===== src/iam_pkg.sv =====
// ==========================================================
// Behaviour
// - general call answered only when enabled
// - width select: 0 seven-bit, 1 ten-bit
// - reserved control bit reads zero, ignores writes
// - independent rate bit decouples slave from master
// - independent rate stretches clock for slow capture
// - range match: above primary, up to upper
// - range disabled means no span matching
// - low three bits: ten-bit address high bits
// - holdoff enabled delays stop during transfer
// - byte in flight finishes before stop proceeds
// - acknowledge stop request after byte completes
// - idle or disabled acknowledges stop at once
// - holdoff disabled never delays stop entry
package iam_pkg;

   // ==========================================================
   // register map (byte offsets on the plain port)
   localparam logic [3:0] PRIMARY_ADDR_OFS = 4'h0; // primary slave address
   localparam logic [3:0] ADDR_MODE_OFS = 4'h5; // address_mode_control
   localparam logic [3:0] FILTER_STOP_OFS = 4'h6; // filter_and_stop_control
   localparam logic [3:0] RANGE_UPPER_OFS = 4'h7; // range_upper_address
   localparam logic [3:0] SLAVE_CTRL_OFS = 4'h8; // module enable
   localparam logic [3:0] SLAVE_STAT_OFS = 4'h9; // live status, read only

   // ==========================================================
   // field positions
   localparam int GEN_CALL_EN_BIT = 7; // general_call_enable
   localparam int ADDR_WIDTH_BIT = 6; // address_width_select
   localparam int INDEP_RATE_BIT = 4; // independent_slave_rate
   localparam int RANGE_EN_BIT = 3; // range_match_enable
   localparam int HOLDOFF_EN_BIT = 7; // stop_holdoff_enable
   localparam logic [7:0] ADDR_MODE_WMASK = 8'hdf; // bit 5 reserved
   localparam logic [7:0] FILTER_WMASK = 8'h80; // only holdoff kept here
   localparam logic [7:0] ADDR7_WMASK = 8'hfe; // bit 0 reserved
   localparam logic [7:0] REG_RESET = 8'h00; // every register resets clear

   // ==========================================================
   // bus constants
   localparam logic [4:0] TEN_BIT_HDR = 5'h1e; // 11110 prefix
   localparam logic [6:0] GEN_CALL_ADDR = 7'h00; // general call
   localparam logic [3:0] BIT_LAST = 4'h7; // eighth bit index
   localparam logic [3:0] BIT_ACK = 4'h8; // acknowledge slot

   // ==========================================================
   // timing
   localparam int CLK_NS = 10; // 100 MHz reference clock
   localparam int SLAVE_BIT_NS = 1000; // least slave capture time per bit
   localparam int SLAVE_BIT_CYC = (SLAVE_BIT_NS + CLK_NS - 1) / CLK_NS; // rounded up

   // ==========================================================
   // types
   typedef enum logic [2:0] {
      ST_IDLE = 3'h0, // no transfer seen
      ST_FIRST = 3'h1, // first address byte
      ST_SECOND = 3'h3, // ten-bit second byte
      ST_DATA = 3'h2, // addressed, moving data
      ST_SKIP = 3'h6 // not addressed, watching only
   } iam_state_type;

   typedef struct packed {
      logic scl; // clock line level
      logic sda; // data line level
   } iam_pins_type;

   typedef struct packed {
      logic [3:0] addr; // register offset
      logic [7:0] wdata; // write data
      logic wr; // write strobe
      logic rd; // read strobe
   } iam_bus_type;

endpackage


===== src/iam_pin_sync.sv =====
`timescale 1ns/100ps
// two-flop synchroniser plus a history flop for edge detection
module iam_pin_sync (
   input wire logic i_ref_clk, // reference clock
   input wire logic i_nrst, // async reset, active low
   input wire iam_pkg::iam_pins_type i_pins, // raw bus lines
   output iam_pkg::iam_pins_type o_level, // synchronised level
   output iam_pkg::iam_pins_type o_prev // level one cycle earlier
);

   // ==========================================================
   // state
   typedef struct packed {
      iam_pkg::iam_pins_type meta; // first stage, read by second only
      iam_pkg::iam_pins_type level; // second stage
      iam_pkg::iam_pins_type prev; // history for edges
   } iam_sync_type;

   iam_sync_type st;
   iam_sync_type next_st;

   // idle lines are high, so reset to high avoids false edges
   always_comb begin
      next_st = st;
      next_st.meta = i_pins;
      next_st.level = st.meta;
      next_st.prev = st.level;
   end

   // register the copy
   always_ff @(posedge i_ref_clk or negedge i_nrst) begin
      if (!i_nrst) begin
         st <= '1;
      end else begin
         st <= next_st;
      end
   end

   assign o_level = st.level;
   assign o_prev = st.prev;

endmodule


===== src/iam_addr_match.sv =====
`timescale 1ns/100ps
// slave address matcher with stop-mode holdoff
module iam_addr_match #(
   parameter int SLAVE_BIT_CYC = iam_pkg::SLAVE_BIT_CYC // slave capture cycles per bit
) (
   input wire logic i_ref_clk, // reference clock
   input wire logic i_nrst, // async reset, active low
   input wire iam_pkg::iam_bus_type i_bus, // register port request
   output logic [7:0] o_rd_data, // read data, cycle after strobe
   input wire logic i_scl, // clock line level
   input wire logic i_sda, // data line level
   output logic o_scl_out, // clock line drive value
   output logic o_scl_oe_n, // low while stretching clock
   output logic o_sda_out, // data line drive value
   output logic o_sda_oe_n, // low while acknowledging
   input wire logic i_stop_req, // stop-mode request, same clock
   output logic o_stop_ack, // stop-mode acknowledge
   output logic o_addressed // slave currently addressed
);

   localparam int TW = $clog2(SLAVE_BIT_CYC + 1); // timer width
   // start leaves the counter one below zero: the start's own clock fall
   // wraps it to 0, so it is not mistaken for the end of a data bit
   localparam logic [3:0] BIT_WAIT_FIRST = 4'hf; // before first data bit

   // ==========================================================
   // state
   typedef struct packed {
      logic [7:0] primary; // primary_slave_address
      logic [7:0] mode; // address_mode_control
      logic [7:0] filt; // filter_and_stop_control
      logic [7:0] upper; // range_upper_address
      logic enable; // module enable
      iam_pkg::iam_state_type fsm; // byte level state
      logic [3:0] bit_cnt; // bit within byte, 8 is ack slot
      logic [7:0] shift; // received bits
      logic rw; // read/write bit of address
      logic addressed; // matched since last stop
      logic gen_call; // match was general call
      logic ack_drv; // pulling data low
      logic stretch; // pulling clock low
      logic [TW-1:0] cap_tmr; // cycles since last capture
      logic stop_ack; // acknowledge to power controller
      logic [7:0] rd_data; // read data output
   } iam_top_type;

   iam_top_type st;
   iam_top_type next_st;

   iam_pkg::iam_pins_type pins_lvl; // synchronised lines
   iam_pkg::iam_pins_type pins_prev; // previous sample
   iam_pkg::iam_pins_type pins_raw; // pin bundle

   assign pins_raw = '{scl: i_scl, sda: i_sda};

   // ==========================================================
   // pin synchroniser
   iam_pin_sync u_sync (
      .i_ref_clk(i_ref_clk),
      .i_nrst(i_nrst),
      .i_pins(pins_raw),
      .o_level(pins_lvl),
      .o_prev(pins_prev)
   );

   // ==========================================================
   // line events
   logic scl_rise; // clock rising, data captured
   logic scl_fall; // clock falling, bit ends
   logic start_det; // data falls with clock high
   logic stop_det; // data rises with clock high
   assign scl_rise = pins_lvl.scl & ~pins_prev.scl;
   assign scl_fall = ~pins_lvl.scl & pins_prev.scl;
   assign start_det = pins_lvl.scl & pins_prev.scl & pins_prev.sda & ~pins_lvl.sda;
   assign stop_det = pins_lvl.scl & pins_prev.scl & ~pins_prev.sda & pins_lvl.sda;

   // ==========================================================
   // address compare, valid once eight bits are in
   logic [6:0] addr7; // seven-bit address field
   logic ten_bit; // address_width_select
   logic gc_hit; // general call seen and enabled
   logic prim_hit; // primary seven-bit match
   logic range_hit; // range match
   logic hdr_hit; // ten-bit header matches upper bits
   logic low_hit; // ten-bit second byte matches
   logic byte_busy; // a byte is on the wire

   always_comb begin
      addr7 = st.shift[7:1];
      ten_bit = st.mode[iam_pkg::ADDR_WIDTH_BIT];
      // general call only while its enable is set
      gc_hit = st.mode[iam_pkg::GEN_CALL_EN_BIT] && (addr7 == iam_pkg::GEN_CALL_ADDR)
         && !st.shift[0];
      prim_hit = (addr7 == st.primary[7:1]);
      // strictly above primary and up to the upper bound, only when enabled
      range_hit = st.mode[iam_pkg::RANGE_EN_BIT] && (addr7 > st.primary[7:1])
         && (addr7 <= st.upper[7:1]);
      // upper address bits come from the low control bits in ten-bit mode
      hdr_hit = (st.shift[7:3] == iam_pkg::TEN_BIT_HDR)
         && (st.shift[2:1] == st.mode[2:1]);
      low_hit = (st.shift == {st.mode[0], st.primary[7:1]});
      byte_busy = (st.fsm != iam_pkg::ST_IDLE) && (st.bit_cnt != 4'h0);
   end

   // ==========================================================
   // next state
   always_comb begin
      next_st = st;
      next_st.rd_data = 8'h00;

      // ---------- register writes
      if (i_bus.wr) begin
         case (i_bus.addr)
            iam_pkg::PRIMARY_ADDR_OFS: begin
               next_st.primary = i_bus.wdata & iam_pkg::ADDR7_WMASK;
            end
            iam_pkg::ADDR_MODE_OFS: begin
               // reserved bit never stored
               next_st.mode = i_bus.wdata & iam_pkg::ADDR_MODE_WMASK;
            end
            iam_pkg::FILTER_STOP_OFS: begin
               next_st.filt = i_bus.wdata & iam_pkg::FILTER_WMASK;
            end
            iam_pkg::RANGE_UPPER_OFS: begin
               next_st.upper = i_bus.wdata & iam_pkg::ADDR7_WMASK;
            end
            iam_pkg::SLAVE_CTRL_OFS: begin
               next_st.enable = i_bus.wdata[0];
            end
            default: begin
               // unmapped writes are dropped
            end
         endcase
      end

      // ---------- register reads, data in the following cycle
      if (i_bus.rd) begin
         case (i_bus.addr)
            iam_pkg::PRIMARY_ADDR_OFS: next_st.rd_data = st.primary;
            iam_pkg::ADDR_MODE_OFS: next_st.rd_data = st.mode;
            iam_pkg::FILTER_STOP_OFS: next_st.rd_data = st.filt;
            iam_pkg::RANGE_UPPER_OFS: next_st.rd_data = st.upper;
            iam_pkg::SLAVE_CTRL_OFS: next_st.rd_data = {7'h00, st.enable};
            iam_pkg::SLAVE_STAT_OFS: begin
               next_st.rd_data = {3'h0, st.stretch, st.gen_call, st.stop_ack,
                  byte_busy, st.addressed};
            end
            default: next_st.rd_data = 8'h00; // unmapped reads as zero
         endcase
      end

      // ---------- capture timer, measures the slave's own bit time
      if (scl_rise) begin
         next_st.cap_tmr = '0;
      end else if (st.cap_tmr != TW'(SLAVE_BIT_CYC)) begin
         next_st.cap_tmr = st.cap_tmr + TW'(1);
      end

      // ---------- clock stretching
      // with the independent rate the slave holds the clock low until its
      // own capture time has run; otherwise it follows the master freely
      if (st.stretch) begin
         if (st.cap_tmr == TW'(SLAVE_BIT_CYC)) begin
            next_st.stretch = 1'b0;
         end
      end else if (scl_fall && st.enable && st.mode[iam_pkg::INDEP_RATE_BIT]
            && (st.fsm != iam_pkg::ST_IDLE) && (st.cap_tmr != TW'(SLAVE_BIT_CYC))) begin
         next_st.stretch = 1'b1;
      end
      if (!st.mode[iam_pkg::INDEP_RATE_BIT] || !st.enable) begin
         next_st.stretch = 1'b0;
      end

      // ---------- bit and byte sequencing
      if (!st.enable) begin
         next_st.fsm = iam_pkg::ST_IDLE;
         next_st.bit_cnt = 4'h0;
         next_st.ack_drv = 1'b0;
         next_st.addressed = 1'b0;
         next_st.gen_call = 1'b0;
      end else if (stop_det) begin
         next_st.fsm = iam_pkg::ST_IDLE;
         next_st.bit_cnt = 4'h0;
         next_st.ack_drv = 1'b0;
         next_st.addressed = 1'b0;
         next_st.gen_call = 1'b0;
      end else if (start_det) begin
         // repeated start keeps the addressed flag for ten-bit reads
         next_st.fsm = iam_pkg::ST_FIRST;
         next_st.bit_cnt = BIT_WAIT_FIRST; // start's clock fall wraps to 0
         next_st.ack_drv = 1'b0;
      end else if (st.fsm != iam_pkg::ST_IDLE) begin
         if (scl_rise && (st.bit_cnt <= iam_pkg::BIT_LAST)) begin
            next_st.shift = {st.shift[6:0], pins_lvl.sda};
         end
         if (scl_fall) begin
            if (st.bit_cnt == iam_pkg::BIT_LAST) begin
               // eighth bit done: decide on acknowledge for the ninth
               next_st.bit_cnt = iam_pkg::BIT_ACK;
               case (st.fsm)
                  iam_pkg::ST_FIRST: begin
                     next_st.rw = st.shift[0];
                     if (ten_bit) begin
                        next_st.ack_drv = hdr_hit && (!st.shift[0] || st.addressed);
                     end else begin
                        next_st.ack_drv = gc_hit || prim_hit || range_hit;
                        next_st.addressed = gc_hit || prim_hit || range_hit;
                        next_st.gen_call = gc_hit && !prim_hit;
                     end
                  end
                  iam_pkg::ST_SECOND: begin
                     next_st.ack_drv = low_hit;
                     next_st.addressed = low_hit;
                  end
                  iam_pkg::ST_DATA: next_st.ack_drv = !st.rw;
                  default: next_st.ack_drv = 1'b0;
               endcase
            end else if (st.bit_cnt == iam_pkg::BIT_ACK) begin
               // acknowledge slot done, byte is complete
               next_st.bit_cnt = 4'h0;
               next_st.ack_drv = 1'b0;
               case (st.fsm)
                  iam_pkg::ST_FIRST: begin
                     if (!st.ack_drv) begin
                        next_st.fsm = iam_pkg::ST_SKIP;
                     end else if (ten_bit && !st.rw) begin
                        next_st.fsm = iam_pkg::ST_SECOND;
                     end else begin
                        next_st.fsm = iam_pkg::ST_DATA;
                     end
                  end
                  iam_pkg::ST_SECOND: begin
                     next_st.fsm = st.ack_drv ? iam_pkg::ST_DATA : iam_pkg::ST_SKIP;
                  end
                  default: next_st.fsm = st.fsm;
               endcase
            end else begin
               next_st.bit_cnt = st.bit_cnt + 4'h1;
            end
         end
      end

      // ---------- stop-mode handshake
      // the power controller waits for this acknowledge before gating
      // our clock, so holding it back keeps the byte alive
      if (!i_stop_req) begin
         next_st.stop_ack = 1'b0;
      end else if (!st.filt[iam_pkg::HOLDOFF_EN_BIT]) begin
         next_st.stop_ack = 1'b1;
      end else if (!st.enable || (st.fsm == iam_pkg::ST_IDLE)) begin
         next_st.stop_ack = 1'b1;
      end else if (!byte_busy) begin
         // between bytes, or the in-flight byte just closed its ack slot
         next_st.stop_ack = 1'b1;
      end
   end

   // ==========================================================
   // register the copy
   always_ff @(posedge i_ref_clk or negedge i_nrst) begin
      if (!i_nrst) begin
         st <= '{primary: iam_pkg::REG_RESET, mode: iam_pkg::REG_RESET,
            filt: iam_pkg::REG_RESET, upper: iam_pkg::REG_RESET,
            fsm: iam_pkg::ST_IDLE, default: '0};
      end else begin
         st <= next_st;
      end
   end

   // ==========================================================
   // outputs straight from flops, drive values tied low; pins only ever pull low
   assign o_rd_data = st.rd_data;
   assign o_scl_out = 1'b0;
   assign o_scl_oe_n = ~st.stretch;
   assign o_sda_out = 1'b0;
   assign o_sda_oe_n = ~st.ack_drv;
   assign o_stop_ack = st.stop_ack;
   assign o_addressed = st.addressed;

endmodule


===== config.mk =====
export PLATFORM = sky130hd
export DESIGN_NAME = iam_addr_match
export DESIGN_NICKNAME = d
export VERILOG_FILES = /design/src/iam_pkg.sv /design/src/iam_pin_sync.sv /design/src/iam_addr_match.sv
export SDC_FILE = /design/constraint.sdc
export NUM_CORES = 1
export LEC_CHECK = 0
export BUFFER_PORTS_ARGS = -buffer_cell sky130_fd_sc_hd__buf_4
export CAP_MARGIN = 25
export CORE_MARGIN = 3
export CORE_UTILIZATION = 40
export CTS_CLUSTER_SIZE = 20
export DETAILED_ROUTE_END_ITERATION = 10
export PLACE_DENSITY_LB_ADDON = 0.25
export SETUP_SLACK_MARGIN = 0.15
export SLEW_MARGIN = 20
export SYNTH_ARGS = -nofsm -noshare
export SYNTH_HDL_FRONTEND = slang
export SYNTH_SLANG_ARGS = --single-unit

===== constraint.sdc =====
create_clock -name i_ref_clk -period 1.76 [get_ports i_ref_clk]
set_clock_uncertainty 0.05 [all_clocks]
set_input_delay 0.088 -clock i_ref_clk [delete_from_list [all_inputs] [get_ports i_ref_clk]]
set_output_delay 0.088 -clock i_ref_clk [all_outputs]
set_load 0.05 [all_outputs]

Word-level counts from Yosys, hierarchy flattened
Index checks and enable logic that the tools add are counted.
Widths: inputs -> output; s select.
Storage, ports and cells
  bits in registers: 65
  latch bits: 0
  memory bits (writable): 0
  ROM bits: 0
  output and inout port bits: 14
  word-level logic and storage cells: 155
  memories: 0
Operators by class
  add/subtract/negate cells: 2
  $mul: 0
  div/mod/pow operators: 0
  magnitude comparators: 3
  equality and inequality tests: 31
  shift operators: 0
  mux-type cells: 40
  bitwise operators: 15
  reductions and logical operators: 42
Operators with widths (count)
  $pmux 8 s6: 1
  $mux 7: 6
  $mux 3: 7
  $mux 19: 1
  $eq 4x3->1 const B: 4
  $mux 8: 2
  $ne 4x1->1 const B: 4
  $mux 1: 15
  $logic_and 1x1->1: 14
  $eq 4x4->1 const B: 3
  $mux 4: 3
  $ne 3x1->1 const B: 4
  $reduce_and 2->1: 6
  $reduce_and 6->1: 2
  $ne 5x1->1 const B: 2
  $reduce_and 5->1: 2
  $eq 8x8->1: 1
  $ne 4x4->1 const B: 2
  $not 1->1: 8
  $add 7x1->7 const B: 1
  $and 1x1->1: 7
  $eq 7x7->1: 1
  $eq 7x7->1 const B: 1
  $gt 7x7->1: 1
  24 further kinds: 35

Logic depth before layout (Yosys ltp)
Gate-level depths: netlist (run 1).
  depth after elaboration: 13
  gate-level depth with buffers: 7
  depth with buffers taken out: 7

Hierarchy
A second synthesis (run 1) with hierarchy kept.
Second synthesis, totals
  cell total of the unflattened synthesis: 345
  area total of the unflattened synthesis: 3593.4 µm²
Modules (own cells, without submodules)
  iam_addr_match: times used 1, cells each 337, area each 3420.8 µm², sequential area each 1476.4 µm²
  iam_pin_sync: times used 1, cells each 8, area each 172.7 µm², sequential area each 157.7 µm²

Worst setup path after synthesis (run 1)
OpenSTA, ideal clock, no wires.
  path kind: reg-to-reg
  start point: register st, in the netlist addr7[4]
  end point: register st, in the netlist o_addressed
  library setup time: 0.143 ns
  arrival: 1.605 ns
  data required time: 1.567 ns
  path slack: -0.038 ns
  stages on the path, launching flop included: 7
  path through: dfrtp_1 -> ha_1 -> a211oi_1 -> nor2_1 -> o311a_1 -> a22oi_1 -> a311oi_2
Between the ends
  longest elaborated chain between the ends: 13
  elaborated cells between the ends (all ways): 19
  those cells by class: 2 x order compare; 2 x eq/ne; 8 x mux; 7 x reduce/logical
Ends and longest elaborated chain
  start: declaration: line iam_addr_match.sv:47  | iam_top_type st;
  start signal: assignment: line iam_addr_match.sv:262  | st <= '{primary: iam_pkg::REG_RESET, mode: iam_pkg::REG_RESET,
  start signal: assignment: line iam_addr_match.sv:266  | st <= next_st;
  parallel branches: the longest is 6 deep, another holds $gt 7x7->1
  $pmux 1 s2 *: line iam_addr_match.sv:200  | case (st.fsm)
  $mux 3 *: line iam_addr_match.sv:197  | if (st.bit_cnt == iam_pkg::BIT_LAST) begin
  $mux 4 *: line iam_addr_match.sv:196  | if (scl_fall) begin
  $mux 19 *: line iam_addr_match.sv:192  | end else if (st.fsm != iam_pkg::ST_IDLE) begin
  $mux 2 *: line iam_addr_match.sv:187  | end else if (start_det) begin
  $mux 3 *: line iam_addr_match.sv:181  | end else if (stop_det) begin
  $mux 3 *: line iam_addr_match.sv:175  | if (!st.enable) begin
Mark *: on every way between the ends. The select of a mux whose other input is x is not followed.
A chain may end at the register's enable or synchronous reset.

Worst setup path in the final report (run 1)
  start point: register st[65] in the netlist's numbering
  end point: register st, in the netlist o_addressed
Between the ends
  longest elaborated chain between the ends: 12
  elaborated cells between the ends (all ways): 15
  those cells by class: 1 x order compare; 2 x eq/ne; 8 x mux; 4 x reduce/logical
Ends and longest elaborated chain
  $gt 7x7->1: line iam_addr_match.sv:96  | range_hit = st.mode[iam_pkg::RANGE_EN_BIT] && (addr7 > st.primary[7:1])
  $logic_and 1x1->1: line iam_addr_match.sv:96
  $logic_and 1x1->1: line iam_addr_match.sv:97  | && (addr7 <= st.upper[7:1]);
  $logic_or 1x1->1: line iam_addr_match.sv:207  | next_st.addressed = gc_hit || prim_hit || range_hit;
  $mux 2: line iam_addr_match.sv:203  | if (ten_bit) begin
  $pmux 1 s2 *: line iam_addr_match.sv:200
  $mux 3 *: line iam_addr_match.sv:197
  $mux 4 *: line iam_addr_match.sv:196
  $mux 19 *: line iam_addr_match.sv:192
  $mux 2 *: line iam_addr_match.sv:187
  $mux 3 *: line iam_addr_match.sv:181
  $mux 3 *: line iam_addr_match.sv:175
Every way passes the cells marked *; elsewhere a longest branch is shown, timed or not. The select of a mux whose other input is x is not followed.

==> results of run 1 <==
[routing by layer]
metal  track usage (%)  up-vias  part of all wire, %
met5                 0        -                    0
met4              8.08        0                  2.7
met3              3.68       20                  4.5
met2              31.2       72                   47
met1              24.2     1376                   45
li1                  -     1375                    -
[timing repair]
action	in CTS	in global routing
buffers inserted	2	4
gates resized for setup	5	33
pin swaps	1	17
hold endpoints to repair	53	0
hold buffers	12	0
endpoints found under the setup margin	9	15
[cell type report]
class	count	area, sq um
Fill cell	747	3690
Multi-Input combinational cell	233	1930
Sequential cell	65	1640
Timing Repair Buffer	84	668
Clock buffer	10	138
Clock inverter	6	138
Tap cell	105	131
Inverter	24	90.1
[per-stage QoR]
step	utilization [%]	setup TNS (ps)	instances	setup slack [ps]	cell area, sq um
floorplan	-	0	339	119	3600
global placement	48.8	0	493	47.6	4110
detailed placement	48.8	-6.80	493	-6.80	4110
CTS	54.0	0	523	30.7	4550
global route	56.2	-64.8	527	-39.6	4740
finish	56.2	0	527	24.5	4740
[registers in the layout, indices dropped and copies added, names as in the netlist]
register        cells
o_addressed         1
u_sync.o_prev       2
o_rd_data           8
addr7               7
u_sync.o_level      2
o_stop_ack          1
st                 42
u_sync.next_st      2
[layout by cell type, fill, tap and decap left out, types with 7 or more instances in the layout]
cell type	count
nor2_1	22
mux2_2	27
clkbuf_8	10
nand2_1	17
a22oi_1	8
a21oi_1	14
dfrtp_1	55
ha_1	11
inv_1	22
buf_4	70
xnor2_1	10
o21ai_0	7
nand3_1	9
dlygate4sd3_1	12
[logic make-up after synthesis]
logic type                 count (synthesis)  synth area share, %
and+or+nand+nor                          103                 16.2
adders and majority gates                 18                 6.32
buffers and inverters                     41                 5.76
muxes                                     33                 10.4
other                                      1                0.105
DFF                                       65                 45.9
xor gates and xnor gates                  14                 3.44
AOI/OAI and AO/OA                         63                 11.9
[power breakdown]
part           internal (uW)  switching, uW
Combinational            480            471
Clock                   1130            603
Sequential              1670            187
[worst max path at each step]
| stage | endpoint | from | slack, ps |
|---|---|---|---|
| floorplan | o_addressed | st[66] | 120 |
| global placement | st[17] | st[30] | 50 |
| detailed placement | o_addressed | addr7[4] | -7 |
| CTS | o_addressed | addr7[4] | 30 |
| global route | o_addressed | addr7[3] | -40 |
| finish | o_addressed | st[65] | 20 |
[critical path, delay by kind of cell, from the launching register on]
| family | cells | cell delay (ps) |
|---|---|---|
| compound gates | 4 | 730 |
| fa+ha+maj | 1 | 280 |
| buf+inv | 1 | 50 |
| simple gates | 1 | 150 |
| flops | 1 | 360 |
==> impl_metrics.env, run 1 <==
export IMPL_avgSynthCellArea_sq_um=10.5
export IMPL_slowest_delay_ps=360
export IMPL_r2r_end="o_addressed"
export IMPL_synth_ff_type="dfrtp_1"
export IMPL_cts_htree_levels=3
export IMPL_worstPathRequired_ps=1920
export IMPL_yosysUniqueCellTypes=60
export IMPL_cts_buffers_inserted=9
export IMPL_worst_setup_path_end_kind="flop"
export IMPL_yosysTopAreaCell="dfrtp_1"
export IMPL_n_antenna_cell=0
export IMPL_area_delta_synth_final_pct=33.0
export IMPL_clockRootBuffer="clkbuf_8"
export IMPL_rr_startpoint="st[65]"
export IMPL_io_buffers=30
export IMPL_antenna_found_initial=0
export IMPL_die_area_sq_um=10100
export IMPL_fmaxAchievable_ghz=0.576
export IMPL_drv_cap=0
export IMPL_start_kind="flop"
export IMPL_netlist_top_cells_count="dfrtp_1, mux2_2, nor2_1, inv_1"
export IMPL_status="completed"
export IMPL_grt_overflow_total=0
export IMPL_worstPathCellList="inv_1 -> ha_1 -> nand4_1 -> a21oi_1 -> o311a_1 -> a22oi_2 -> a311oi_2"
export IMPL_grt_pass1_vias=2893
export IMPL_ir_worst_vdd_v=0.000492
export IMPL_grt_setup_unrepaired="true"
export IMPL_grt_pass1_wl_mm=14.6
export IMPL_holdPathEnd="o_rd_data[6]"
export IMPL_ys_seq_area_share_pct=45.9
export IMPL_cp_max_fo=3
export IMPL_drt_first_pass_iters=6
export IMPL_clkSinkCount=65
export IMPL_synth_edf_count=0
export IMPL_drive_above_1_share_pct=40.3
export IMPL_hp_start="i_bus[13]"
export IMPL_cts_max_path_buffers=2
export IMPL_cts_tree="yes"
export IMPL_io_pins=33
export IMPL_vias=2843
export IMPL_nNetsFinal=454
export IMPL_start_util_pct=42.3
export IMPL_drtAntennaViolNets=0
export IMPL_finalHoldViolations=0
export IMPL_gpl_final_weighted_congestion=0.998
export IMPL_leakage_uw=0.00210
export IMPL_grt_max_degree=30
export IMPL_yosysMostFrequentCell="dfrtp_1"
export IMPL_post_route_period_util_pct=98.6
export IMPL_path_clk_slew_ps=70
export IMPL_hpwl_mm=6.78
export IMPL_routed_wl_mm=9.10
export IMPL_drt_initial_drc_count=177
export IMPL_die_h_microns=100
export IMPL_slew_viol_final=0
export IMPL_min_period_ps=1740
export IMPL_track_usage_pct=18.9
export IMPL_setup_viol=0
export IMPL_drc=0
export IMPL_coreArea_sq_um=8420
export IMPL_worstHoldPathCells=4
export IMPL_reg2reg_slack_ps=20
export IMPL_synth_top_cells_by_area="dfrtp_1, mux2_2, ha_1"
export IMPL_hp_class="in2reg"
export IMPL_syn_cell_area_sq_um=3560
export IMPL_synth_seq_cells=65
export IMPL_routedWlPerCell_microns=17.3
export IMPL_hold_slack_ps=82.7
export IMPL_clock_latency_ps=340
export IMPL_crit_type="reg2reg"
export IMPL_synth_warnings=0
export IMPL_cp_data_arrival_time_ps=1900
export IMPL_power_density_nw_per_um2=959
export IMPL_die_w_microns=100
export IMPL_synthCells=338
export IMPL_fin_total_pwr_uw=4540
export IMPL_crit_slowest_cell="dfrtp_1"
export IMPL_ff2ff_path_depth=7
export IMPL_synth_async_reset_ratio_pct=100
export IMPL_std_cell_rows=33
export IMPL_synth_top_area_share_pct=41.5
export IMPL_vias_per_cell=5.39
(Power assumes the default switching activity.)
==> inputs of run 2 (changes only) <==
ABC_AREA = 1   (was default)
==> run 2 against run 1 <==
Hold slack got worse by 38 ps; combinational power increased by 13%; final cell count increased by 19%; setup slack improved by 93 ps; design area decreased by 1.8%; die area increased by 3.3%; maximum frequency increased by 5.6%; critical path type unchanged; highest routed layer unchanged.
==> impl_metrics.env, run 2 <==
export IMPL_rr_startpoint="addr7[5]"
export IMPL_synth_top_area_share_pct=40.0
export IMPL_vias=3231
export IMPL_drive_above_1_share_pct=30.6
export IMPL_setup_tns_ps=0
export IMPL_finalHoldViolations=0
export IMPL_clock_latency_ps=350
export IMPL_die_h_microns=102
export IMPL_fmaxAchievable_ghz=0.609
export IMPL_holdPathEnd="st[36]"
export IMPL_r2r_end="st[17]"
export IMPL_cts_tree="yes"
export IMPL_antenna_found_initial=0
export IMPL_routed_wl_mm=9.58
export IMPL_start_kind="flop"
export IMPL_drt_initial_drc_count=235
export IMPL_min_period_ps=1640
export IMPL_io_pins=33
export IMPL_cts_buffers_inserted=9
export IMPL_hp_class="in2reg"
export IMPL_largest_reg_flops=42
export IMPL_coreArea_sq_um=8850
export IMPL_start_util_pct=41.7
export IMPL_layout_commonest_cell="nand2_1"
export IMPL_top_register="st"
export IMPL_routedWlPerCell_microns=15.3
export IMPL_multi_input_area_sq_um=1820
export IMPL_yosysMostFrequentCell="nand2_1"
export IMPL_drtAntennaViolNets=0
export IMPL_track_usage_pct=19.5
export IMPL_dp_slack_ps=86.9
export IMPL_ys_seq_area_share_pct=44.3
export IMPL_synth_ff_type="dfrtp_1"
export IMPL_die_w_microns=102
export IMPL_dp_cells=584
export IMPL_ff2ff_path_depth=11
export IMPL_synth_top_cells_by_area="dfrtp_1, nand2_1, inv_1"
export IMPL_worst_setup_path_end_kind="flop"
export IMPL_netlist_top_cells_count="nand2_1, inv_1, dfrtp_1, nor2_1, o21ai_1"
export IMPL_yosysTopAreaCell="dfrtp_1"
export IMPL_grt_setup_unrepaired="true"
export IMPL_synth_warnings=0
export IMPL_hold_slack_ps=44.5
export IMPL_hpwl_mm=7.01
export IMPL_yosysUniqueCellTypes=43
export IMPL_gpl_final_weighted_congestion=0.951
export IMPL_final_cell_mix="nand2_1, inv_1, buf_4"
export IMPL_path_clk_slew_ps=80
export IMPL_cp_data_arrival_time_ps=1830
export IMPL_crit_slowest_cell="dfrtp_2"
export IMPL_crit_top_cell="nand2_1"
export IMPL_cp_max_fo=6
export IMPL_cts_htree_levels=3
export IMPL_fin_total_pwr_uw=4060
export IMPL_slew_viol_final=0
export IMPL_clockRootBuffer="clkbuf_8"
export IMPL_die_area_sq_um=10400
export IMPL_fillers=825
export IMPL_nNetsFinal=552
export IMPL_worstPathCellList="ha_4 -> nand2_4 -> inv_1 -> a21oi_2 -> a21oi_2 -> nand2_1 -> nand3_1 -> nand2_1 -> nand2_1 -> nand2_1 -> nand2_1"
export IMPL_setup_ws_ps=117
export IMPL_post_route_period_util_pct=93.3
export IMPL_avgSynthCellArea_sq_um=8.25
export IMPL_worstHoldPathCells=4
export IMPL_power_density_nw_per_um2=873
export IMPL_reg2reg_slack_ps=120
export IMPL_io_buffers=30
export IMPL_synth_async_reset_ratio_pct=100
export IMPL_slowest_delay_ps=480
export IMPL_regArea_sq_um=1640
export IMPL_grt_overflow_total=0
export IMPL_drc=0
export IMPL_cts_max_path_buffers=2
export IMPL_stdcell_count=628
export IMPL_clkSinkCount=65
export IMPL_vias_per_cell=5.14
export IMPL_worstPathRequired_ps=1950
export IMPL_std_cell_rows=34
export IMPL_leakage_uw=0.00223
export IMPL_grt_max_degree=35
export IMPL_ir_worst_vdd_v=0.000437
export IMPL_syn_cell_area_sq_um=3690
export IMPL_grt_pass1_vias=3144
export IMPL_status="completed"
export IMPL_synth_seq_cells=65
export IMPL_n_antenna_cell=0
export IMPL_drv_cap=0
export IMPL_setup_viol=0
export IMPL_hp_start="i_bus[12]"
export IMPL_synth_edf_count=0
export IMPL_drt_first_pass_iters=5
export IMPL_grt_pass1_wl_mm=15.5
export IMPL_crit_type="reg2reg"
export IMPL_area_delta_synth_final_pct=26.1
export IMPL_synthCells=447
## run 2: repair_timing
action | CTS | global route
setup buffers | 8 | 7
hold buffers | 13 | 0
setup endpoints to repair | 2 | 9
pin swaps | 6 | 18
endpoints found under the hold margin | 71 | 0
gates resized for setup | 13 | 36
## run 2: power by group
part	internal, uW	switching (uW)	total [uW]
registers	1660	149	1810
logic	439	631	1070
clock network	548	628	1180
## run 2: through the flow
step | utilization (%) | cell area (sq um)
floorplan | - | 3690
global placement | 45.7 | 4040
detailed placement | 45.7 | 4040
CTS | 50.7 | 4480
global route | 52.5 | 4650
finish | 52.5 | 4650
## run 2: worst max-delay path by stage
stage                        start  endpoint  slack, ps  depth (start not counted)
after floorplan           addr7[6]    st[17]        250                         12
after global placement    addr7[2]    st[17]        120                         14
after detailed placement  addr7[6]    st[17]         90                         12
after CTS                 addr7[2]    st[17]        150                         14
after global routing        st[65]    st[17]         40                         12
final                     addr7[5]    st[17]        120                         11
## run 2: area by class of cell
class,instances,area share [%]
inverters,81,6.54
clock buffers,10,2.96
flip-flops and latches,65,35.3
well taps,108,2.91
multi-input cells,288,39.1
clock inverters,6,0.942
repair buffers,70,12.3
## run 2: worst max-delay path: cells and delay by family, from the launching register on
kind	cells	cell delay, ps
compound gates	2	230
fa+ha+maj	1	270
flops	1	480
simple gates	7	430
buf+inv	1	60
## run 2: cell families after synthesis
family / Yosys count / synth area share (%)
and+or+nand+nor: 174 / 23.0
buffers and inverters: 95 / 11.3
AOI/OAI and AO/OA: 89 / 13.9
DFF: 65 / 44.3
adders and majority gates: 18 / 6.11
xor gates and xnor gates: 5 / 1.19
other: 1 / 0.102
## run 2: metal layers
layer	wire [microns]	track usage, %	vias up
met5	0	0	-
met4	213	7.67	0
met1	4610	27.5	1524
li1	-	-	1588
met2	4230	29.0	99
met3	524	4.51	20
